File: src/hw/meb_pkg.sv
// Constants and types shared by the external bus and pin block
package meb_pkg;

  // Core clock stands in for the oscillator: one slot per clock period
  localparam int unsigned CLOCK_HZ = 40_000_000;
  localparam int unsigned CLOCK_PERIOD_NS = 25;

  // Machine cycle of fifteen slots, numbered 0 to 14
  localparam logic [3:0] SLOT_FIRST = 4'h0;
  localparam logic [3:0] SLOT_LAST = 4'he;

  // Strobe windows inside the machine cycle, [on, off) in slots
  localparam logic [3:0] ALE_ON = 4'h1;
  localparam logic [3:0] ALE_OFF = 4'h4;
  localparam logic [3:0] ADDR_END = 4'h5;
  localparam logic [3:0] CODE_ON = 4'h6;
  localparam logic [3:0] CODE_OFF = 4'hc;
  localparam logic [3:0] DATA_ON = 4'h6;
  localparam logic [3:0] DATA_OFF = 4'he;
  localparam logic [3:0] PROG_ON = 4'h6;
  localparam logic [3:0] PROG_OFF = 4'he;

  // Values after reset, and the drive mask for the port two low nibble
  localparam logic [7:0] PORT_RESET = 8'hff;
  localparam logic [7:0] BUS_RESET = 8'h00;
  localparam logic [11:0] ADDR_RESET = 12'h000;
  localparam logic [3:0] NIB_DRIVE = 4'hf;

  // Size of the program space that the counter can reach
  localparam int unsigned CODE_SPACE = 4096;

  // Width of the pin synchroniser bank
  localparam int unsigned SYNC_W = 29;

  // Kind of machine cycle asked for by the core
  typedef enum logic [2:0] {
    MEB_K_FETCH = 3'h0,
    MEB_K_DREAD = 3'h1,
    MEB_K_DWRITE = 3'h2,
    MEB_K_XREAD = 3'h3,
    MEB_K_XWRITE = 3'h4,
    MEB_K_P1WR = 3'h5,
    MEB_K_P2WR = 3'h6,
    MEB_K_IDLE = 3'h7
  } meb_kind_e;

  // Sequencer states
  typedef enum logic [1:0] {
    MEB_RUN = 2'b01,
    MEB_HALT = 2'b10
  } meb_state_e;

endpackage

File: src/hw/meb_sync.sv
// Two-flop synchroniser bank for pin inputs
`timescale 1ns/1ps
`default_nettype none
module meb_sync #(
  parameter int unsigned W = 1
) (
  input wire logic clock,
  input wire logic srst,
  input wire logic [W-1:0] async_in,
  input wire logic [W-1:0] reset_val,
  output logic [W-1:0] sync_out
);

  logic [W-1:0] meta_reg;
  logic [W-1:0] sync_reg;

  // First stage feeds only the second stage
  for (genvar i = 0; i < W; i++) begin : g_bit
    always_ff @(posedge clock) begin
      if (srst) begin
        meta_reg[i] <= reset_val[i]; // Idle level in both stages, no false edge at release
        sync_reg[i] <= reset_val[i];
      end else begin
        meta_reg[i] <= async_in[i];
        sync_reg[i] <= meta_reg[i];
      end
    end
  end

  assign sync_out = sync_reg;

endmodule
`default_nettype wire

File: src/hw/meb_bus_unit.sv
// External bus sequencer, strobes, ports and test pins of the microcomputer
// Function
// (RULE1) Test zero level steers its branch
// (RULE2) Clock-out enable drives internal clock on test zero
// (RULE3) Single-step low halts after each instruction, ALE high
// (RULE4) Interrupt pin feeds branch and interrupt request
// (RULE5) External-fetch select high forces external program fetches
// (RULE6) Read strobe pulses for data and bus input
// (RULE7) Write strobe pulses for data and bus output
// (RULE8) Code fetch strobe reads external instruction bytes
// (RULE9) One ALE pulse in every machine cycle
// (RULE10) Bidirectional data bus, output data latched
// (RULE11) Fetch: low counter byte with ALE, code strobe
// (RULE12) Data access: address with ALE, data on strobe
// (RULE13) Software writes ones before using port inputs
// (RULE14) Ports usable as inputs straight after reset
// (RULE15) Port two low nibble carries high counter bits
// (RULE16) Port two low nibble is expander bus
// (RULE17) Expander strobe qualifies expander transfers
// (RULE18) Test one steers branch and feeds counter
// (RULE19) Machine cycle is fifteen oscillator periods
`timescale 1ns/1ps
`default_nettype none
module meb_bus_unit
  import meb_pkg::*;
#(
  parameter int unsigned INT_CODE_SIZE = 4096
) (
  input wire logic clock,
  input wire logic srst,
  input wire logic cyc_req,
  input wire meb_kind_e cyc_kind,
  input wire logic [11:0] cyc_addr,
  input wire logic [7:0] cyc_wdata,
  input wire logic cyc_last,
  output logic cyc_taken,
  output logic cyc_done,
  output logic [7:0] cyc_rdata,
  input wire logic clock_out_enable,
  input wire logic counter_run,
  input wire logic irq_ack,
  output logic test0_level,
  output logic test1_level,
  output logic irq_level_n,
  output logic irq_pending,
  output logic t1_event,
  output logic step_halted,
  output logic [7:0] port1_level,
  output logic [7:0] port2_level,
  input wire logic [7:0] bus_in,
  output logic [7:0] bus_out,
  output logic bus_oe,
  output logic ale,
  output logic code_fetch_strobe_n,
  output logic rd_n,
  output logic wr_n,
  output logic expander_strobe_n,
  input wire logic [7:0] p1_in,
  output logic [7:0] p1_out,
  output logic [7:0] p1_oe,
  input wire logic [7:0] p2_in,
  output logic [7:0] p2_out,
  output logic [7:0] p2_oe,
  input wire logic test_input_zero_in,
  output logic test_input_zero_out,
  output logic test_input_zero_oe,
  input wire logic test_input_one,
  input wire logic irq_n,
  input wire logic single_step_n,
  input wire logic external_fetch_select
);

  if (INT_CODE_SIZE > CODE_SPACE) begin : g_bad_size
    $error("INT_CODE_SIZE exceeds the program space");
  end

  // True when slot lies inside the window [on, off)
  function automatic logic in_win(input logic [3:0] s, input logic [3:0] on,
                                  input logic [3:0] off);
    in_win = (s >= on) && (s < off);
  endfunction

  // Pin synchronisers; idle levels after reset are high for active-low pins
  logic [SYNC_W-1:0] s_vec;
  logic t0_s, t1_s, irq_s, ss_s, ea_s;
  logic [7:0] bus_s, p1_s, p2_s;
  meb_sync #(.W(SYNC_W)) u_sync (
    .clock(clock),
    .srst(srst),
    .async_in({p2_in, p1_in, bus_in, external_fetch_select, single_step_n, irq_n,
               test_input_one, test_input_zero_in}),
    .reset_val({PORT_RESET, PORT_RESET, BUS_RESET, 1'b0, 1'b1, 1'b1, 1'b0, 1'b0}),
    .sync_out(s_vec)
  );
  assign {p2_s, p1_s, bus_s, ea_s, ss_s, irq_s, t1_s, t0_s} = s_vec;

  // Sequencer state
  meb_state_e state_reg, state_next;
  logic [3:0] slot_reg, slot_next;
  meb_kind_e kind_reg, kind_next;
  logic [11:0] addr_reg, addr_next;
  logic [7:0] wdata_reg, wdata_next;
  logic last_reg, last_next;
  logic ext_reg, ext_next;
  logic taken_reg, taken_next;
  logic take;

  // Cycle sequencer: slots run except in single-step halt; request taken at each cycle boundary that does not halt, and on resume
  always_comb begin
    state_next = state_reg;
    slot_next = slot_reg;
    kind_next = kind_reg;
    addr_next = addr_reg;
    wdata_next = wdata_reg;
    last_next = last_reg;
    ext_next = ext_reg;
    take = 1'b0;
    case (state_reg)
      MEB_RUN: begin
        if (slot_reg == SLOT_LAST) begin // RULE19
          slot_next = SLOT_FIRST;
          if (last_reg && kind_reg != MEB_K_IDLE && !ss_s) begin
            state_next = MEB_HALT; // RULE3
            kind_next = MEB_K_IDLE;
          end else begin
            take = 1'b1;
          end
        end else begin
          slot_next = slot_reg + 4'h1;
        end
      end
      MEB_HALT: begin
        slot_next = SLOT_FIRST;
        if (ss_s) begin
          state_next = MEB_RUN; // RULE3
          take = 1'b1;
        end
      end
      default: begin
        state_next = MEB_RUN;
        slot_next = SLOT_FIRST;
      end
    endcase
    if (take) begin
      kind_next = cyc_req ? cyc_kind : MEB_K_IDLE;
      addr_next = cyc_addr;
      wdata_next = cyc_wdata;
      last_next = cyc_last;
      // Fetch goes outside when forced or above the internal store
      ext_next = cyc_req && cyc_kind == MEB_K_FETCH &&
                 (ea_s || int'(cyc_addr) >= int'(INT_CODE_SIZE)); // RULE5
    end
    taken_next = take && cyc_req;
  end

  always_ff @(posedge clock) begin
    if (srst) begin
      state_reg <= MEB_RUN;
      slot_reg <= SLOT_FIRST;
      kind_reg <= MEB_K_IDLE;
      addr_reg <= ADDR_RESET;
      wdata_reg <= BUS_RESET;
      last_reg <= 1'b0;
      ext_reg <= 1'b0;
      taken_reg <= 1'b0;
    end else begin
      state_reg <= state_next;
      slot_reg <= slot_next;
      kind_reg <= kind_next;
      addr_reg <= addr_next;
      wdata_reg <= wdata_next;
      last_reg <= last_next;
      ext_reg <= ext_next;
      taken_reg <= taken_next;
    end
  end

  // Pin outputs, all registered one slot behind the sequencer
  logic ale_reg, ale_next, code_n_reg, code_n_next, rd_n_reg, rd_n_next;
  logic wr_n_reg, wr_n_next, prog_n_reg, prog_n_next, bus_oe_reg, bus_oe_next;
  logic [7:0] bus_out_reg, bus_out_next, p1_lat_reg, p1_lat_next, p2_lat_reg, p2_lat_next;
  logic [7:0] p2_out_reg, p2_out_next, p2_oe_reg, p2_oe_next, rdata_reg, rdata_next;
  logic done_reg, done_next;
  logic is_xfer, is_addr_cyc;

  // Strobe and bus decode for the current slot
  always_comb begin
    is_xfer = (kind_reg == MEB_K_XREAD) || (kind_reg == MEB_K_XWRITE);
    is_addr_cyc = ext_reg || kind_reg == MEB_K_DREAD || kind_reg == MEB_K_DWRITE;
    ale_next = (state_reg == MEB_HALT) || in_win(slot_reg, ALE_ON, ALE_OFF); // RULE9 RULE3
    code_n_next = !(ext_reg && in_win(slot_reg, CODE_ON, CODE_OFF)); // RULE8
    rd_n_next = !(kind_reg == MEB_K_DREAD && in_win(slot_reg, DATA_ON, DATA_OFF)); // RULE6
    wr_n_next = !(kind_reg == MEB_K_DWRITE && in_win(slot_reg, DATA_ON, DATA_OFF)); // RULE7
    prog_n_next = !(is_xfer && in_win(slot_reg, PROG_ON, PROG_OFF)); // RULE17
    bus_out_next = bus_out_reg;
    bus_oe_next = 1'b0;
    if (state_reg == MEB_RUN && slot_reg < ADDR_END && is_addr_cyc) begin
      bus_out_next = addr_reg[7:0]; // RULE11 RULE12
      bus_oe_next = 1'b1;
    end else if (state_reg == MEB_RUN && kind_reg == MEB_K_DWRITE) begin
      bus_out_next = wdata_reg; // RULE10
      bus_oe_next = 1'b1;
    end
    // Port latches; reset to all ones so pins read as inputs at once
    p1_lat_next = p1_lat_reg;
    p2_lat_next = p2_lat_reg;
    if (slot_reg == SLOT_LAST && kind_reg == MEB_K_P1WR) begin
      p1_lat_next = wdata_reg;
    end
    if (slot_reg == SLOT_LAST && kind_reg == MEB_K_P2WR) begin
      p2_lat_next = wdata_reg;
    end
    // Quasi-bidirectional: only a zero is driven hard, except the low nibble while it carries address or expander data
    p2_out_next = p2_lat_reg;
    p2_oe_next = ~p2_lat_reg; // RULE14
    if (ext_reg && slot_reg < ADDR_END) begin
      p2_out_next[3:0] = addr_reg[11:8]; // RULE15
      p2_oe_next[3:0] = NIB_DRIVE;
    end else if (is_xfer && slot_reg < PROG_ON) begin
      p2_out_next[3:0] = addr_reg[3:0]; // RULE16
      p2_oe_next[3:0] = NIB_DRIVE;
    end else if (kind_reg == MEB_K_XWRITE && slot_reg < PROG_OFF) begin
      p2_out_next[3:0] = wdata_reg[3:0]; // RULE16
      p2_oe_next[3:0] = NIB_DRIVE;
    end else if (kind_reg == MEB_K_XREAD && slot_reg < PROG_OFF) begin
      p2_oe_next[3:0] = 4'h0; // Released so the expander can answer
    end
    // Capture read data in the last slot of each strobe
    rdata_next = rdata_reg;
    if (ext_reg && slot_reg == CODE_OFF - 4'h1) begin
      rdata_next = bus_s; // RULE11
    end else if (kind_reg == MEB_K_DREAD && slot_reg == DATA_OFF - 4'h1) begin
      rdata_next = bus_s; // RULE12
    end else if (kind_reg == MEB_K_XREAD && slot_reg == PROG_OFF - 4'h1) begin
      rdata_next = {4'h0, p2_s[3:0]};
    end
    done_next = state_reg == MEB_RUN && slot_reg == SLOT_LAST && kind_reg != MEB_K_IDLE;
  end

  always_ff @(posedge clock) begin
    if (srst) begin
      ale_reg <= 1'b0;
      code_n_reg <= 1'b1;
      rd_n_reg <= 1'b1;
      wr_n_reg <= 1'b1;
      prog_n_reg <= 1'b1;
      bus_out_reg <= BUS_RESET;
      bus_oe_reg <= 1'b0;
      p1_lat_reg <= PORT_RESET;
      p2_lat_reg <= PORT_RESET;
      p2_out_reg <= PORT_RESET;
      p2_oe_reg <= 8'h00;
      rdata_reg <= BUS_RESET;
      done_reg <= 1'b0;
    end else begin
      ale_reg <= ale_next;
      code_n_reg <= code_n_next;
      rd_n_reg <= rd_n_next;
      wr_n_reg <= wr_n_next;
      prog_n_reg <= prog_n_next;
      bus_out_reg <= bus_out_next;
      bus_oe_reg <= bus_oe_next;
      p1_lat_reg <= p1_lat_next;
      p2_lat_reg <= p2_lat_next;
      p2_out_reg <= p2_out_next;
      p2_oe_reg <= p2_oe_next;
      rdata_reg <= rdata_next;
      done_reg <= done_next;
    end
  end

  // Test pins, interrupt and counter input
  logic t0_oe_reg, t0_oe_next, t0_clk_reg, t0_clk_next, t1_old_reg, t1_ev_reg, t1_ev_next;
  logic irq_pend_reg, irq_pend_next;

  // Interrupt set wins over a same-cycle acknowledge
  always_comb begin
    t0_oe_next = clock_out_enable; // RULE2
    t0_clk_next = !t0_clk_reg;
    t1_ev_next = counter_run && t1_old_reg && !t1_s; // RULE18
    irq_pend_next = !irq_s || (irq_pend_reg && !irq_ack); // RULE4
  end

  always_ff @(posedge clock) begin
    if (srst) begin
      t0_oe_reg <= 1'b0;
      t0_clk_reg <= 1'b0;
      t1_old_reg <= 1'b0;
      t1_ev_reg <= 1'b0;
      irq_pend_reg <= 1'b0;
    end else begin
      t0_oe_reg <= t0_oe_next;
      t0_clk_reg <= t0_clk_next;
      t1_old_reg <= t1_s;
      t1_ev_reg <= t1_ev_next;
      irq_pend_reg <= irq_pend_next;
    end
  end

  // Output wiring, every port from a flip-flop; step_halted decodes state_reg, p1_oe inverts p1_lat_reg
  assign cyc_taken = taken_reg;
  assign cyc_done = done_reg;
  assign cyc_rdata = rdata_reg;
  assign test0_level = t0_s; // RULE1
  assign test1_level = t1_s; // RULE18
  assign irq_level_n = irq_s; // RULE4
  assign irq_pending = irq_pend_reg;
  assign t1_event = t1_ev_reg;
  assign step_halted = state_reg == MEB_HALT;
  assign port1_level = p1_s;
  assign port2_level = p2_s;
  assign bus_out = bus_out_reg;
  assign bus_oe = bus_oe_reg;
  assign ale = ale_reg;
  assign code_fetch_strobe_n = code_n_reg;
  assign rd_n = rd_n_reg;
  assign wr_n = wr_n_reg;
  assign expander_strobe_n = prog_n_reg;
  assign p1_out = p1_lat_reg;
  assign p1_oe = ~p1_lat_reg; // RULE14
  assign p2_out = p2_out_reg;
  assign p2_oe = p2_oe_reg;
  assign test_input_zero_out = t0_clk_reg;
  assign test_input_zero_oe = t0_oe_reg;
endmodule
`default_nettype wire

File: config.mk
export PLATFORM = sky130hd
export DESIGN_NAME = meb_bus_unit
export DESIGN_NICKNAME = d
export VERILOG_FILES = /design/src/hw/meb_pkg.sv /design/src/hw/meb_sync.sv /design/src/hw/meb_bus_unit.sv
export SDC_FILE = /design/constraint.sdc
export NUM_CORES = 1
export LEC_CHECK = 0
export ABC_CLOCK_PERIOD_IN_PS = 2600
export BUFFER_PORTS_ARGS = -buffer_cell sky130_fd_sc_hd__buf_2
export CAP_MARGIN = 25
export CORE_ASPECT_RATIO = 1.1
export CORE_MARGIN = 1.5
export CORE_UTILIZATION = 35
export DETAILED_ROUTE_END_ITERATION = 8
export GPL_ROUTABILITY_DRIVEN = 0
export MAX_ROUTING_LAYER = met4
export PLACE_DENSITY = 0.54
export SLEW_MARGIN = 30
export SYNTH_ARGS = -nofsm -noshare
export SYNTH_HDL_FRONTEND = slang
export SYNTH_HIERARCHICAL = 1
export SYNTH_SLANG_ARGS = --single-unit
File: constraint.sdc
create_clock -name clock -period 2.6 [get_ports clock]
set_clock_uncertainty 0.2 [all_clocks]
set_input_delay 0.26 -clock clock [delete_from_list [all_inputs] [get_ports clock]]
set_output_delay 0.26 -clock clock [all_outputs]
set_load 0.01 [all_outputs]
Word level (Yosys, flattened, before mapping)
Cells that the tools add are included.
Operators by class
  add/sub/neg operators: 1
  magnitude comparators: 7
  eq/ne operators: 15
  multiplexer cells: 27
  bitwise operators: 3
  reductions and logical operators: 52
Operators with widths (number)
  8-bit two-way mux: 5
  1-bit logical AND: 29
  4-bit two-way mux: 7
  8-bit inverter: 2
  3-bit two-way mux: 5
  4-bit == test (second input constant): 3
  4-bit by 3-bit less-than comparator with 1-bit output (second input constant): 3
  3-bit == test (second input constant): 3
  1-bit zero test: 9
  4-bit less-than comparator (second input constant): 2
  2-bit nonzero test: 4
  3-bit by 2-bit == test with 1-bit output (second input constant): 2
  2-bit two-way mux: 3
  3-bit AND reduction: 2
  1-bit logical OR: 5
  1-bit two-way mux: 5
  4-bit by 1-bit adder with 4-bit output (second input constant): 1
  4-bit by 1-bit >= comparator with 1-bit output (second input constant): 1
  4-bit by 3-bit >= comparator with 1-bit output (second input constant): 1
  2-bit by 1-bit != test with 1-bit output (second input constant): 2
  2-bit one-hot mux with 2 select lines: 1
  3-bit by 1-bit == test with 1-bit output (second input constant): 1
  3-bit zero test: 1
  3-bit != test (second input constant): 1
  other kinds (7): 7
Storage, ports and cells
  register bits: 150
  output and inout port bits: 80

Longest topological paths before layout
  word-level depth: 8
  depth in mapped cells: 8
  mapped depth without buffers: 6

Modules after synthesis
The synthesis kept the hierarchy.
Modules (own cells, without submodules)
  meb_bus_unit: instances 1, cells each 407, area each 3751.1 um^2
  meb_sync: instances 1, cells each 122, area each 1938.1 um^2

Worst setup path after synthesis
OpenSTA, ideal clock, no wires.
  path kind: register to register
  start point: reg slot_reg[1]
  end point: reg bus_out_reg[3] (netlist: bus_out[3])
  library setup time: 0.122 ns
  arrival time: 1.585 ns
  required time: 2.278 ns
  slack: 0.693 ns
  cell stages (with the launch flop): 8
  clock period less this slack: 1.907 ns
  cell sequence: dfxtp_1 inv_1 ha_1 nor2b_1 or3b_1 clkbuf_1 buf_2 o311a_1
On the way
  word-level cells in the longest chain between the ends: 4
  elaborated cells on any way between the ends: 5
  those cells by class: order compare: 1; mux: 1; reduce/logical: 3
Ends and longest elaborated chain
  from (decl): RTL line meb_bus_unit.sv:99  | logic [3:0] slot_reg, slot_next;
  from (signal assigned): RTL line meb_bus_unit.sv:168  | slot_reg <= slot_next;
  4-bit by 3-bit less-than comparator with 1-bit output (*): RTL line meb_bus_unit.sv:197  | if (state_reg == MEB_RUN && slot_reg < ADDR_END && is_addr_cyc) begin
  1-bit logical AND (*) (2 in a row): RTL line meb_bus_unit.sv:197
  8-bit two-way mux or 2-bit nonzero test (tied branches)
  to (signal assigned): RTL line meb_bus_unit.sv:261  | bus_out_reg <= bus_out_next;
  to (decl): RTL line meb_bus_unit.sv:181  | logic [7:0] bus_out_reg, bus_out_next, p1_lat_reg, p1_lat_next, p2_lat_reg, p2_lat_next;
Mark *: on every way between the ends. The rest lies on a longest branch, timed or not.
A chain may end at the register's enable or synchronous reset.

Final worst setup path
  start point: reg slot_reg[3]
  end point: reg p2_lat_reg[6]
On the way
  word-level cells in the longest chain between the ends: 2
Ends and longest elaborated chain
  4-bit == test: RTL line meb_bus_unit.sv:210  | if (slot_reg == SLOT_LAST && kind_reg == MEB_K_P2WR) begin
  1-bit logical AND: RTL line meb_bus_unit.sv:210
  to (signal assigned): RTL line meb_bus_unit.sv:264  | p2_lat_reg <= p2_lat_next;
  to (decl): RTL line meb_bus_unit.sv:181
Every way passes these cells.

==> key figures <==
Synthesis
  • EDFF count, synth: 0
  • Gate Count Post-Synth: 529
  • Ys Warns: 6
  • Synth Flop Type: dfxtp_1
  • Most common cell in the netlist: dfxtp_1
  • Share of the synthesized area in the top cell type: 52.8%
  • Synth area leader: dfxtp_1
  • Cell variety after synth: 50
  • Synth area leaders: dfxtp_1 53%, mux2_2 7.5%, mux2i_1 7.4%
  • Synthesized area per cell: 10.8 um2
  • Number of synthesized register bits: 150
  • Register area share after synthesis: 52.8%
  • Async set or reset register ratio after synthesis: 0%
  • Synthesized area: 5690 um2
  • Synth cell count leaders: 150 x dfxtp_1, 70 x nand2_1, 42 x mux2i_1, 38 x mux2_2, 21 x inv_1

Global routing
  • First-pass GRT wire length: 20.5 mm
  • Total GRT Usage: 15.7%
  • Largest net degree at the start of global routing: 41
  • Gr ovfl total: 0
  • Initial antenna violation count: 0
  • Vias in the first global route: 4347

Power
  • Worst vdd ir: 0.410 mV
  • Sw Ratio: 21.2%
  • Seq pwr share: 45.9%
  • Pleak: 3.63 nW
  • Int Pwr: 4.16 mW
  • Clock power frac: 47.2%
  • Combinational share of power: 6.9%
  • NetSw: 1.12 mW
  • Pwr dens: 665 nW/um2

STA
  • RSZ-0062 raised after global routing: false
  • Max Clock Freq: 441 MHz
  • Slew HR: 58.7%
  • Least-Margin Pin Slew: 0.617 ns
  • Crit share post-route: 87.3%
  • Setup_tns: 0 ns
  • Fin. Hold Viols: 0
  • Final min period: 2.27 ns
  • Final Slew Violations: 0
  • Final setup vio count: 0

Floorplanning
  • Die ar.: 17000 um2
  • Row cnt: 48
  • Ports: 139
  • Die H: 137 um
  • Core box area: 15800 um2
  • Initial core utilization: 36.0%
  • Die X: 125 um

Setup path
  • WP data required: 2.69 ns
  • Worst Setup Path Type: flop to flop
  • Buffers & Inverters on Critical Path: 0
  • CP endpoint kind: flop
  • Slowest CP cell: dfxtp_1
  • CP peak stage delay: 0.59 ns
  • CP cell instances: and4b_1 -> nand3_1 -> mux2i_1 -> nand2_1
  • Crit start category: flop
  • Critical Path Fanout Max: 15
  • Reg2reg setup slack: 0.33 ns
  • WP data arrival: 2.36 ns
  • CP top delay family: simple AND/OR/NAND/NOR gates

CTS
  • Clk_lat worst skew: 0.42 ns
  • H-tree depth: 4
  • Post-CTS setup buffers: 0
  • CTS tree: built
  • Max clock buf depth: 2
  • Num CTS Buffers: 17
  • CTS clk-pin slew, worst paths: 0.06 ns
  • Clock Sinks: 150
  • Root buf cell: clkbuf_16

Run status
  • Status: complete, no violations

Drt
  • Initial drt markers: 155
  • DRC Markers: 0
  • Avg WL per Cell: 13.1 um
  • Vias/cell: 4.48
  • WL final: 12.9 mm
  • DR pass1 iterations: 4
  • Final ANT Viol Nets: 0
  • Via count: 4424

Final layout
  • Area of the multi-input gates: 2660 um2
  • Layout Nets: 839
  • Util after Layout: 50.3%
  • Sequential Area: 3000 um2
  • Layout cell share with drive strength beyond 1: 31.5%
  • Fill count: 1487
  • Layout area overhead: 39.6%
  • Diode count: 0

Place
  • DP HPWL: 9.02 mm
  • I/O Buffers: 138

Worst hold path
  • Hold Crit Class: input pin to flop

Job
  • Max-cap violations: 0
## power by group through the flow
stage / registers (mW) / logic [mW] / clock network, mW
2_1_floorplan: 2.48 / 0.181 / 0
5_1_grt: 2.43 / 0.398 / 2.65
3_3_place_gp: 2.47 / 0.293 / 0
3_5_place_dp: 2.47 / 0.301 / 0
6_report: 2.42 / 0.366 / 2.49
4_1_cts: 2.42 / 0.368 / 2.57
## cell families after synthesis
logic type / count (synthesis) / synth area share (%)
flip-flops: 150 / 52.8
AND/OR/NAND/NOR: 145 / 12.7
multiplexers: 100 / 20.2
AO/OA/AOI/OAI: 71 / 8.40
buffers and inverters: 54 / 4.42
adder cells (fa/ha/maj): 5 / 1.10
other: 2 / 0.132
XOR/XNOR: 2 / 0.308
## area by class of cell
type | instances | share of cell area, %
timing repair buffer | 203 | 16.8
clock inverter | 12 | 1.91
multi-input combinational | 381 | 33.5
clock buffer | 19 | 5.70
inverter | 22 | 1.04
tap | 200 | 3.15
sequential | 150 | 37.8
## path summary, 6_finish.rpt
path / startpoint / end / cells past startpoint
worst max-delay path: slot_reg[3] / p2_lat_reg[6] / 4
worst min-delay path: cyc_kind[1] / kind_reg[1] / 3
worst max register to register: slot_reg[3] / p2_lat_reg[6] / 4
worst min register to register: test_input_zero_out / test_input_zero_out / 1
## cells in the final DEF, fill, tap and decap left out, drive strengths merged, types with 14 or more instances in the layout
| master | synthesis | final |
|---|---|---|
| a21oi | 20 | 20 |
| buf | 18 | 146 |
| clkbuf | 14 | 19 |
| conb | 2 | 58 |
| dfxtp | 150 | 150 |
| dlygate4sd3 | 0 | 57 |
| inv | 22 | 23 |
| mux2 | 58 | 58 |
| mux2i | 42 | 42 |
| nand2 | 70 | 70 |
| nand3 | 14 | 14 |
| nor2 | 18 | 18 |
| o21ai | 17 | 17 |
## repair_timing
item | 4_1_cts | 5_1_grt
hold buffers | 57 | 0
endpoints found under the hold margin | 58 | 0
gates resized for setup | 0 | 0
## routing by layer
layer,global-route usage [%],vias to the layer above,routed length [um]
li1,-,2261,-
met4,7.22,0,241
met2,27.9,113,6530
met1,16.9,2031,5630
met5,-,-,0
met3,3.60,19,499
## tightest hold or removal path, stage by stage
cell and delay, ns:
buf_2 0.07, nand2b_1 0.14, o32a_1 0.15
## metrics by stage
stage	setup slack (ns)	power (mW)	area, um2	hold slack, ns	instances
CTS	0.327	5.36	7930	0.0162	987
floorplan	0.693	2.66	5900	0.179	585
finish	0.330	5.28	7940	0.0372	987
detailed placement	0.363	2.77	6760	0.202	899
global route	0.132	5.48	7940	0.0690	987
global placement	0.439	2.76	6760	0.197	899
Power figures use the tool's default switching activity.
